`src/hdl/rffr_defs.vh`:
```
// Constants for the rail and flyback fault-response block.
// Assumes byte-wide registers addressed by 8-bit command codes.
`ifndef RFFR_DEFS_VH
`define RFFR_DEFS_VH

// Register command codes
`define RFFR_ADDR_OVERRIDE      8'hB0
`define RFFR_ADDR_RAILS_CFG     8'hB3
`define RFFR_ADDR_FLYAVG_CFG    8'hB4
`define RFFR_ADDR_RAIL_STATUS   8'hD3
`define RFFR_ADDR_CURR_STATUS   8'hD5
`define RFFR_ADDR_FLY_STATUS    8'hD8

// Field positions
`define RFFR_OVERRIDE_BIT       7
`define RFFR_SIX_OV_LSB         4
`define RFFR_SIX_UV_LSB         6
`define RFFR_FLY_OC_LSB         0
`define RFFR_AVG_OC_LSB         4
`define RFFR_FLY_SHORT_BIT      7
`define RFFR_ST_SIX_OV_BIT      0
`define RFFR_ST_SIX_UV_BIT      1
`define RFFR_ST_FLY_OC_BIT      4
`define RFFR_ST_AVG_OC_BIT      5
`define RFFR_ST_FLY_SHORT_BIT   4
`define RFFR_FLYAVG_WMASK       8'hB3

// Reset values
`define RFFR_CFG_RESET          8'h00

// Response codes after decoding
`define RFFR_ACT_FLAG           2'h0
`define RFFR_ACT_HICCUP         2'h1
`define RFFR_ACT_LATCH          2'h2

// Timing
`define RFFR_CLK_MHZ            200
`define RFFR_HICCUP_MS          500

`endif

```
`src/hdl/rffr_fault_response.v`:
```
// Fault-response logic for the six-volt rail, flyback overcurrent, flyback
// switch short and average overcurrent faults, with its byte registers.
// Assumes fault detectors and enable pins are asynchronous to clk and that
// the register port is driven by logic on clk.
//
// Notes on behaviour
// - Per-fault fields apply only while the override bit is 1, otherwise the strapped mode decides, except that a short then always halts.
// - Six-volt overvoltage field bits 5:4 decode 00 flag, 01 hiccup, 10 latch-off, 11 flag.
// - Six-volt overvoltage sets rail status bit 0 and pulls the alert low under any response.
// - Six-volt undervoltage field bits 7:6 use the same decoding.
// - Six-volt undervoltage sets rail status bit 1 and pulls the alert low.
// - Flag-only records status and asserts the alert while switching continues.
// - Hiccup on a six-volt fault stops PWM and restarts it 500 ms after the fault clears.
// - Latch-off on a six-volt fault stops PWM until PWM enable or chip enable is toggled.
// - Flyback overcurrent field bits 1:0 decode alike and set rail status bit 4 and the alert.
// - Flyback overcurrent hiccup stops flyback and PWM, restarting flyback 500 ms after clearing.
// - Flyback overcurrent latch-off holds flyback stopped until chip enable is toggled, and PWM until PWM enable rises after that.
// - The flyback register holds short control at 7, average field at 5:4, flyback field at 1:0.
// - Each response register is one byte, read/write, write-protectable and resets to zero.
// - Average overcurrent uses the same decoding and sets current status bit 5 and the alert.
// - Short control 0 halts all switching and drives system fail low until chip enable toggles; PWM also awaits a PWM enable rise.
`timescale 1ns/100ps
`include "rffr_defs.vh"

module rffr_fault_response #(
	parameter HICCUP_CYCLES = `RFFR_HICCUP_MS * 1000 * `RFFR_CLK_MHZ
) (
	input  wire       clk,
	input  wire       reset,
	input  wire       clkEnable,
	input  wire       sixVoltOver,
	input  wire       sixVoltUnder,
	input  wire       flybackOver,
	input  wire       avgOverCurrent,
	input  wire       flybackShort,
	input  wire       pwmEnablePin,
	input  wire       chipEnablePin,
	input  wire [1:0] modeStrap,
	input  wire       writeProtect,
	input  wire [7:0] regAddr,
	input  wire [7:0] regWrData,
	input  wire       regWrite,
	input  wire       regRead,
	output reg  [7:0] regRdData,
	output reg        pwmRun,
	output reg        flybackRun,
	output reg        fault_alert_n,
	output reg        system_fail_n
);

	// 27 bits hold the full 500 ms count at 200 MHz; the cut is deliberate
	localparam integer HICCUP_LAST_INT = HICCUP_CYCLES - 1;
	localparam [26:0]  HICCUP_LAST     = HICCUP_LAST_INT[26:0];

	// Response selection shared by all four configurable faults
	function [1:0] respAct;
		input       ovr;
		input [1:0] field;
		input [1:0] strap;
		reg   [1:0] code;
		begin
			code = ovr ? field : strap;
			case (code)
				2'h1:    respAct = `RFFR_ACT_HICCUP;
				2'h2:    respAct = `RFFR_ACT_LATCH;
				default: respAct = `RFFR_ACT_FLAG; // 00 and 11 both flag only
			endcase
		end
	endfunction

	// Pin inputs pass two flip-flops; only stage two is read
	reg  [8:0] pinMeta_reg;
	reg  [8:0] pinSync_reg;
	wire       sixOv    = pinSync_reg[0];
	wire       sixUv    = pinSync_reg[1];
	wire       flyOc    = pinSync_reg[2];
	wire       avgOc    = pinSync_reg[3];
	wire       flyShort = pinSync_reg[4];
	wire       pwmEnIn  = pinSync_reg[5];
	wire       chipEnIn = pinSync_reg[6];
	wire [1:0] strapIn  = pinSync_reg[8:7];

	reg        override_reg;
	reg  [7:0] railsCfg_reg;
	reg  [7:0] flyAvgCfg_reg;
	reg  [7:0] railStatus_reg;
	reg  [7:0] currStatus_reg;
	reg  [7:0] flyStatus_reg;
	reg        pwmEnPrev_reg;
	reg        pwmLatch_reg;
	reg        flyLatch_reg;
	reg        shortLatch_reg;
	reg        pwmHiccup_reg;
	reg        flyHiccup_reg;
	reg [26:0] pwmTimer_reg;
	reg [26:0] flyTimer_reg;

	wire [1:0] actSixOv = respAct(override_reg, railsCfg_reg[`RFFR_SIX_OV_LSB +: 2], strapIn);
	wire [1:0] actSixUv = respAct(override_reg, railsCfg_reg[`RFFR_SIX_UV_LSB +: 2], strapIn);
	wire [1:0] actFlyOc = respAct(override_reg, flyAvgCfg_reg[`RFFR_FLY_OC_LSB +: 2], strapIn);
	wire [1:0] actAvgOc = respAct(override_reg, flyAvgCfg_reg[`RFFR_AVG_OC_LSB +: 2], strapIn);
	// Without override the short is treated as its default, a full halt
	wire       shortFlagOnly = override_reg & flyAvgCfg_reg[`RFFR_FLY_SHORT_BIT];

	// Conditions currently asking for a PWM or flyback hiccup, latch-off or short halt
	wire pwmHiccupCond = (sixOv & (actSixOv == `RFFR_ACT_HICCUP)) |
	                     (sixUv & (actSixUv == `RFFR_ACT_HICCUP)) |
	                     (avgOc & (actAvgOc == `RFFR_ACT_HICCUP));
	wire pwmLatchCond  = (sixOv & (actSixOv == `RFFR_ACT_LATCH)) |
	                     (sixUv & (actSixUv == `RFFR_ACT_LATCH)) |
	                     (avgOc & (actAvgOc == `RFFR_ACT_LATCH));
	wire flyHiccupCond = flyOc & (actFlyOc == `RFFR_ACT_HICCUP);
	wire flyLatchCond  = flyOc & (actFlyOc == `RFFR_ACT_LATCH);
	wire shortHaltCond = flyShort & ~shortFlagOnly;

	// A low chip enable releases every latch; a low PWM enable releases PWM latch only
	wire chipOff  = ~chipEnIn;
	wire pwmOff   = ~pwmEnIn;
	wire pwmRise  = pwmEnIn & ~pwmEnPrev_reg;

	wire wrOk     = regWrite & ~writeProtect;
	wire wrRails  = wrOk & (regAddr == `RFFR_ADDR_RAILS_CFG);
	wire wrFlyAvg = wrOk & (regAddr == `RFFR_ADDR_FLYAVG_CFG);
	wire wrOvr    = wrOk & (regAddr == `RFFR_ADDR_OVERRIDE);
	// Status clear is write-one-to-clear and not subject to protection
	wire clrRail  = regWrite & (regAddr == `RFFR_ADDR_RAIL_STATUS);
	wire clrCurr  = regWrite & (regAddr == `RFFR_ADDR_CURR_STATUS);
	wire clrFly   = regWrite & (regAddr == `RFFR_ADDR_FLY_STATUS);

	reg [7:0] railStatus_next;
	reg [7:0] currStatus_next;
	reg [7:0] flyStatus_next;
	reg [7:0] rdMux;

	always @* begin
		railStatus_next = railStatus_reg & ~(clrRail ? regWrData : 8'h00);
		currStatus_next = currStatus_reg & ~(clrCurr ? regWrData : 8'h00);
		flyStatus_next  = flyStatus_reg & ~(clrFly ? regWrData : 8'h00);
		// Sets are applied after clears so a coincident event is kept
		if (sixOv) begin
			railStatus_next[`RFFR_ST_SIX_OV_BIT] = 1'b1;
		end
		if (sixUv) begin
			railStatus_next[`RFFR_ST_SIX_UV_BIT] = 1'b1;
		end
		if (flyOc) begin
			railStatus_next[`RFFR_ST_FLY_OC_BIT] = 1'b1;
		end
		if (avgOc) begin
			currStatus_next[`RFFR_ST_AVG_OC_BIT] = 1'b1;
		end
		if (flyShort) begin
			flyStatus_next[`RFFR_ST_FLY_SHORT_BIT] = 1'b1;
		end
	end

	always @* begin
		case (regAddr)
			`RFFR_ADDR_OVERRIDE:    rdMux = {override_reg, 7'h00};
			`RFFR_ADDR_RAILS_CFG:   rdMux = railsCfg_reg;
			`RFFR_ADDR_FLYAVG_CFG:  rdMux = flyAvgCfg_reg;
			`RFFR_ADDR_RAIL_STATUS: rdMux = railStatus_reg;
			`RFFR_ADDR_CURR_STATUS: rdMux = currStatus_reg;
			`RFFR_ADDR_FLY_STATUS:  rdMux = flyStatus_reg;
			default:                rdMux = 8'h00;
		endcase
	end

	always @(posedge clk) begin
		if (reset) begin
			pinMeta_reg <= 9'h000;
			pinSync_reg <= 9'h000;
		end else if (clkEnable) begin
			pinMeta_reg <= {modeStrap, chipEnablePin, pwmEnablePin, flybackShort,
			                avgOverCurrent, flybackOver, sixVoltUnder, sixVoltOver};
			pinSync_reg <= pinMeta_reg;
		end
	end

	// Register file
	always @(posedge clk) begin
		if (reset) begin
			override_reg   <= 1'b0;
			railsCfg_reg   <= `RFFR_CFG_RESET;
			flyAvgCfg_reg  <= `RFFR_CFG_RESET;
			railStatus_reg <= 8'h00;
			currStatus_reg <= 8'h00;
			flyStatus_reg  <= 8'h00;
			regRdData      <= 8'h00;
		end else if (clkEnable) begin
			if (wrOvr) begin
				override_reg <= regWrData[`RFFR_OVERRIDE_BIT];
			end
			if (wrRails) begin
				railsCfg_reg <= regWrData;
			end
			if (wrFlyAvg) begin
				flyAvgCfg_reg <= regWrData & `RFFR_FLYAVG_WMASK; // Reserved bits 6, 3, 2 read zero
			end
			railStatus_reg <= railStatus_next;
			currStatus_reg <= currStatus_next;
			flyStatus_reg  <= flyStatus_next;
			if (regRead) begin
				regRdData <= rdMux;
			end
		end
	end

	// PWM-side hiccup: the wait only starts once every hiccup condition is gone
	always @(posedge clk) begin
		if (reset) begin
			pwmHiccup_reg <= 1'b0;
			pwmTimer_reg  <= 27'h0000000;
		end else if (clkEnable) begin
			if (pwmHiccupCond) begin
				pwmHiccup_reg <= 1'b1;
				pwmTimer_reg  <= 27'h0000000;
			end else if (pwmHiccup_reg) begin
				if (pwmTimer_reg == HICCUP_LAST) begin
					pwmHiccup_reg <= 1'b0;
					pwmTimer_reg  <= 27'h0000000;
				end else begin
					pwmTimer_reg <= pwmTimer_reg + 27'h0000001;
				end
			end
		end
	end

	// Flyback-side hiccup, same timing as the PWM one
	always @(posedge clk) begin
		if (reset) begin
			flyHiccup_reg <= 1'b0;
			flyTimer_reg  <= 27'h0000000;
		end else if (clkEnable) begin
			if (flyHiccupCond) begin
				flyHiccup_reg <= 1'b1;
				flyTimer_reg  <= 27'h0000000;
			end else if (flyHiccup_reg) begin
				if (flyTimer_reg == HICCUP_LAST) begin
					flyHiccup_reg <= 1'b0;
					flyTimer_reg  <= 27'h0000000;
				end else begin
					flyTimer_reg <= flyTimer_reg + 27'h0000001;
				end
			end
		end
	end

	// Latch-off holds; a fault still present keeps its latch set over a release
	always @(posedge clk) begin
		if (reset) begin
			pwmLatch_reg   <= 1'b0;
			flyLatch_reg   <= 1'b0;
			shortLatch_reg <= 1'b0;
			pwmEnPrev_reg  <= 1'b0;
		end else if (clkEnable) begin
			pwmEnPrev_reg <= pwmEnIn;
			if (pwmLatchCond) begin
				pwmLatch_reg <= 1'b1;
			end else if (pwmOff | chipOff) begin
				pwmLatch_reg <= 1'b0;
			end
			if (flyLatchCond) begin
				flyLatch_reg <= 1'b1;
			end else if (chipOff) begin
				flyLatch_reg <= 1'b0;
			end
			if (shortHaltCond) begin
				shortLatch_reg <= 1'b1;
			end else if (chipOff) begin
				shortLatch_reg <= 1'b0;
			end
		end
	end

	// Outputs; PWM after a latched flyback stop needs a fresh PWM enable edge
	reg pwmBlocked_reg;
	wire flyStop = chipOff | flyHiccup_reg | flyHiccupCond | flyLatch_reg | flyLatchCond |
	               shortLatch_reg | shortHaltCond;
	wire pwmStop = flyStop | pwmOff | pwmHiccup_reg | pwmHiccupCond | pwmLatch_reg |
	               pwmLatchCond | pwmBlocked_reg;

	always @(posedge clk) begin
		if (reset) begin
			pwmBlocked_reg <= 1'b0;
			pwmRun         <= 1'b0;
			flybackRun     <= 1'b0;
			fault_alert_n  <= 1'b1;
			system_fail_n  <= 1'b1;
		end else if (clkEnable) begin
			// Latched flyback stop: PWM waits for enable to be driven high again
			if (flyLatch_reg | shortLatch_reg) begin
				pwmBlocked_reg <= 1'b1;
			end else if (pwmRise) begin
				pwmBlocked_reg <= 1'b0;
			end
			flybackRun    <= ~flyStop;
			pwmRun        <= ~pwmStop;
			fault_alert_n <= ~(|railStatus_next | |currStatus_next | |flyStatus_next);
			system_fail_n <= ~(shortLatch_reg | shortHaltCond);
		end
	end

endmodule

```
`config.mk`:
```
export PLATFORM = sky130hd
export DESIGN_NAME = rffr_fault_response
export DESIGN_NICKNAME = d
export VERILOG_FILES = /design/src/hdl/rffr_fault_response.v
export VERILOG_INCLUDE_DIRS = /design/src /design/src/hdl
export SDC_FILE = /design/constraint.sdc
export NUM_CORES = 1
export LEC_CHECK = 0
export ABC_CLOCK_PERIOD_IN_PS = 2780
export BUFFER_PORTS_ARGS = -buffer_cell sky130_fd_sc_hd__buf_2
export CORE_MARGIN = 2
export CORE_UTILIZATION = 25
export CTS_BUF_LIST = sky130_fd_sc_hd__clkbuf_2 sky130_fd_sc_hd__clkbuf_4 sky130_fd_sc_hd__clkbuf_8
export CTS_CLUSTER_DIAMETER = 80
export DETAILED_ROUTE_END_ITERATION = 10
export PLACE_DENSITY = 0.5
export SETUP_SLACK_MARGIN = 0.3
export SLEW_MARGIN = 5
export SYNTH_ARGS = -nofsm -noshare
export SYNTH_HDL_FRONTEND = slang
export SYNTH_SLANG_ARGS = --single-unit
```
`constraint.sdc`:
```
create_clock -name clk -period 2.78 [get_ports clk]
set_input_delay 0.139 -clock clk [delete_from_list [all_inputs] [get_ports clk]]
set_output_delay 0.139 -clock clk [all_outputs]
set_load 0.01 [all_outputs]
```
==> impl_metrics.env <==
export IMPL_tightest_slew_ps=871
export IMPL_synth_cells=727
export IMPL_synthesis_nets=760
export IMPL_n_antenna_cell=0
export IMPL_rr_worst_depth=8
export IMPL_design_area_mm2=0.00737
export IMPL_rows=57
export IMPL_min_path_type="in -> reg"
export IMPL_die_y_um=160
export IMPL_io_buffers=42
export IMPL_max_cap_viol_count=0
export IMPL_drive_above_1_share_pct=14.3
export IMPL_status="finished clean"
export IMPL_cts_tree="yes"
export IMPL_synth_main_ff_cell="dfxtp_1"
export IMPL_grt_pass1_vias=5298
export IMPL_slew_headroom_pct=41.7
export IMPL_critPathKind="reg -> reg"
export IMPL_root_buffer="clkbuf_8"
export IMPL_dieWidth_um=160
export IMPL_vias=5654
export IMPL_start_util_pct=25.3
export IMPL_nNetsFinal=832
export IMPL_grt_max_degree=39
export IMPL_tns_ps=0
export IMPL_dieArea_mm2=0.0257
export IMPL_max_freq_mhz=430
export IMPL_core_area_mm2=0.0241
export IMPL_worstPathRequired_ps=3090
export IMPL_cts_sinks=129
export IMPL_drt_iter0_drc=606
export IMPL_grt_total_usage_pct=13.8
export IMPL_syn_mean_instance_area_um2=8.39
export IMPL_crit_path_end_kind="flop"
export IMPL_io_pins=43
export IMPL_path_clk_slew_ps=80
export IMPL_antenna_left=0
export IMPL_crit_fanout=8
export IMPL_yosys_warnings=0
export IMPL_most_common_layout_cells="dfxtp_1 (128), nor2_1 (101), a21oi_1 (66), nand2_1 (57), buf_2 (42)"
export IMPL_syn2layout_area_growth_pct=20.9
export IMPL_drc_errors=0
export IMPL_async_reset_ff_share_pct=0
export IMPL_synth_sequential_area_ratio_pct=42.3
export IMPL_grt_setup_unrepaired="yes"
export IMPL_placed_area_mm2=0.00677
export IMPL_wl_per_cell_um=15.4
export IMPL_gr_total_overflow=0
export IMPL_viasPerCell=4.98
export IMPL_drt_pre_antenna_iters=7
export IMPL_slew_viol_final=0
export IMPL_htreeDepth=4
export IMPL_synthesis_area_mm2=0.00610
export IMPL_hpwlAfterDp_mm=12.3
export IMPL_cts_buffers=17
export IMPL_peakVddDrop_v=0.000281
export IMPL_hold_violations=0
export IMPL_worstHoldStart="regAddr[2]"
export IMPL_netlist_cell_type_count=62
export IMPL_layout_commonest_cell="dfxtp_1"
export IMPL_routed_wirelength_mm=17.5
export IMPL_holdPathStages=4
export IMPL_arrival_ps=2630
export IMPL_cp_start_kind="flop"
export IMPL_p_leak_nw=2.54
export IMPL_clockBufferDepth=2
export IMPL_synth_edff_count=0
export IMPL_r2r_start="pwmTimer_reg[1]$_SDFFE_PP0P_"
export IMPL_ys_ff_latch=129
export IMPL_gp_congestion=0.799
export IMPL_min_period_ps=2330
export IMPL_period_share_pct=83.7
export IMPL_startpoint="pwmTimer_reg[1]$_SDFFE_PP0P_"
export IMPL_grt_pass1_wl_mm=28.6
export IMPL_power_density_mw_per_mm2=513
export IMPL_fin_worst_skew_ps=15.3
export IMPL_setup_viol=0
export IMPL_clock_latency_ps=450
export IMPL_antenna_found_initial=0
[layer usage]
layer	wire length, um	vias up	track usage, %	part of all wire [%]
met5	0	-	0	0
li1	-	2830	-	-
met3	759	17	3.32	4.3
met1	8570	2664	19.0	49
met2	7900	143	21.5	45
met4	226	0	4.26	1.3
[cells in the mapped netlist (all sizes together) (5+ instances only)]
cell type / number / area share [%]
nor4: 14 / 1.9
nor3: 20 / 1.9
o21ai: 31 / 2.5
nand4: 14 / 1.4
dfxtp: 129 / 42
buf: 10 / 0.80
nand2b: 23 / 2.4
mux2i: 35 / 5.7
a31oi: 6 / 0.62
inv: 13 / 0.80
nand2: 57 / 3.5
a211oi: 6 / 0.74
a21boi: 13 / 1.6
nand3: 38 / 3.1
o31ai: 5 / 0.70
xnor2: 11 / 1.6
a22oi: 18 / 2.2
a21oi: 66 / 5.4
and3b: 7 / 1.0
a311oi: 9 / 1.3
a222oi: 5 / 0.82
nor2: 102 / 6.3
clkbuf: 23 / 1.4
or3: 6 / 0.62
[critical path, cell delays in order, from the launching register on]
cell and delay (ps):
dfxtp_1 370, ha_2 230, inv_1 60, or4_1 580, nor3_4 380, nor3_2 140
buf_4 190, a31oi_1 170, a311oi_1 60
[cells by family after synthesis]
logic type	share of synthesized area [%]
buffers and inverters	3.02
AOI/OAI and AO/OA	19.1
xor gates and xnor gates	2.15
and+or+nand+nor	27.1
adders and majority gates	0.410
muxes	5.93
DFF	42.3
[power breakdown]
group	switching, mW	internal (mW)
clock network	0.788	0.870
registers	0.0252	1.88
logic	0.132	0.0947
total	0.945	2.84
[worst paths after layout]
| check | end | slack [ps] |
|---|---|---|
| setup / recovery | pwmTimer_reg[21]$_SDFFE_PP0P_ | 450 |
| hold / removal | override_reg$_SDFFE_PP0P_ | 140 |
| setup reg to reg | pwmTimer_reg[21]$_SDFFE_PP0P_ | 450 |
| hold reg to reg | pwmEnPrev_reg$_SDFFE_PP0P_ | 470 |
[metrics by stage]
step	hold slack, ps	utilization, %	cells	power [mW]	setup slack, ps
3_5_place_dp	388	28.1	1085	2.15	316
6_report	143	30.6	1136	3.79	453
4_1_cts	116	30.5	1134	3.83	307
5_1_grt	146	30.6	1136	3.94	266
2_1_floorplan	227	-	727	2.06	640
3_3_place_gp	377	28.1	1085	2.15	380
[cell type report]
class / count / area [um^2]
fillers: 2664 / 16700
well taps: 324 / 405
multi-input cells: 552 / 3350
repair buffers: 86 / 583
clock buffers: 21 / 277
clock inverters: 11 / 129
flip-flops and latches: 129 / 2580
inverters: 13 / 48.8
[repair_timing]
item                                    in CTS  in global routing
endpoints found under the setup margin       0                 21
setup buffers                                0                  2
gates resized for setup                      0                  5
hold buffers                                17                  0
hold endpoints to repair                    29                  0
Note: power is estimated with default switching activity, not from simulation.
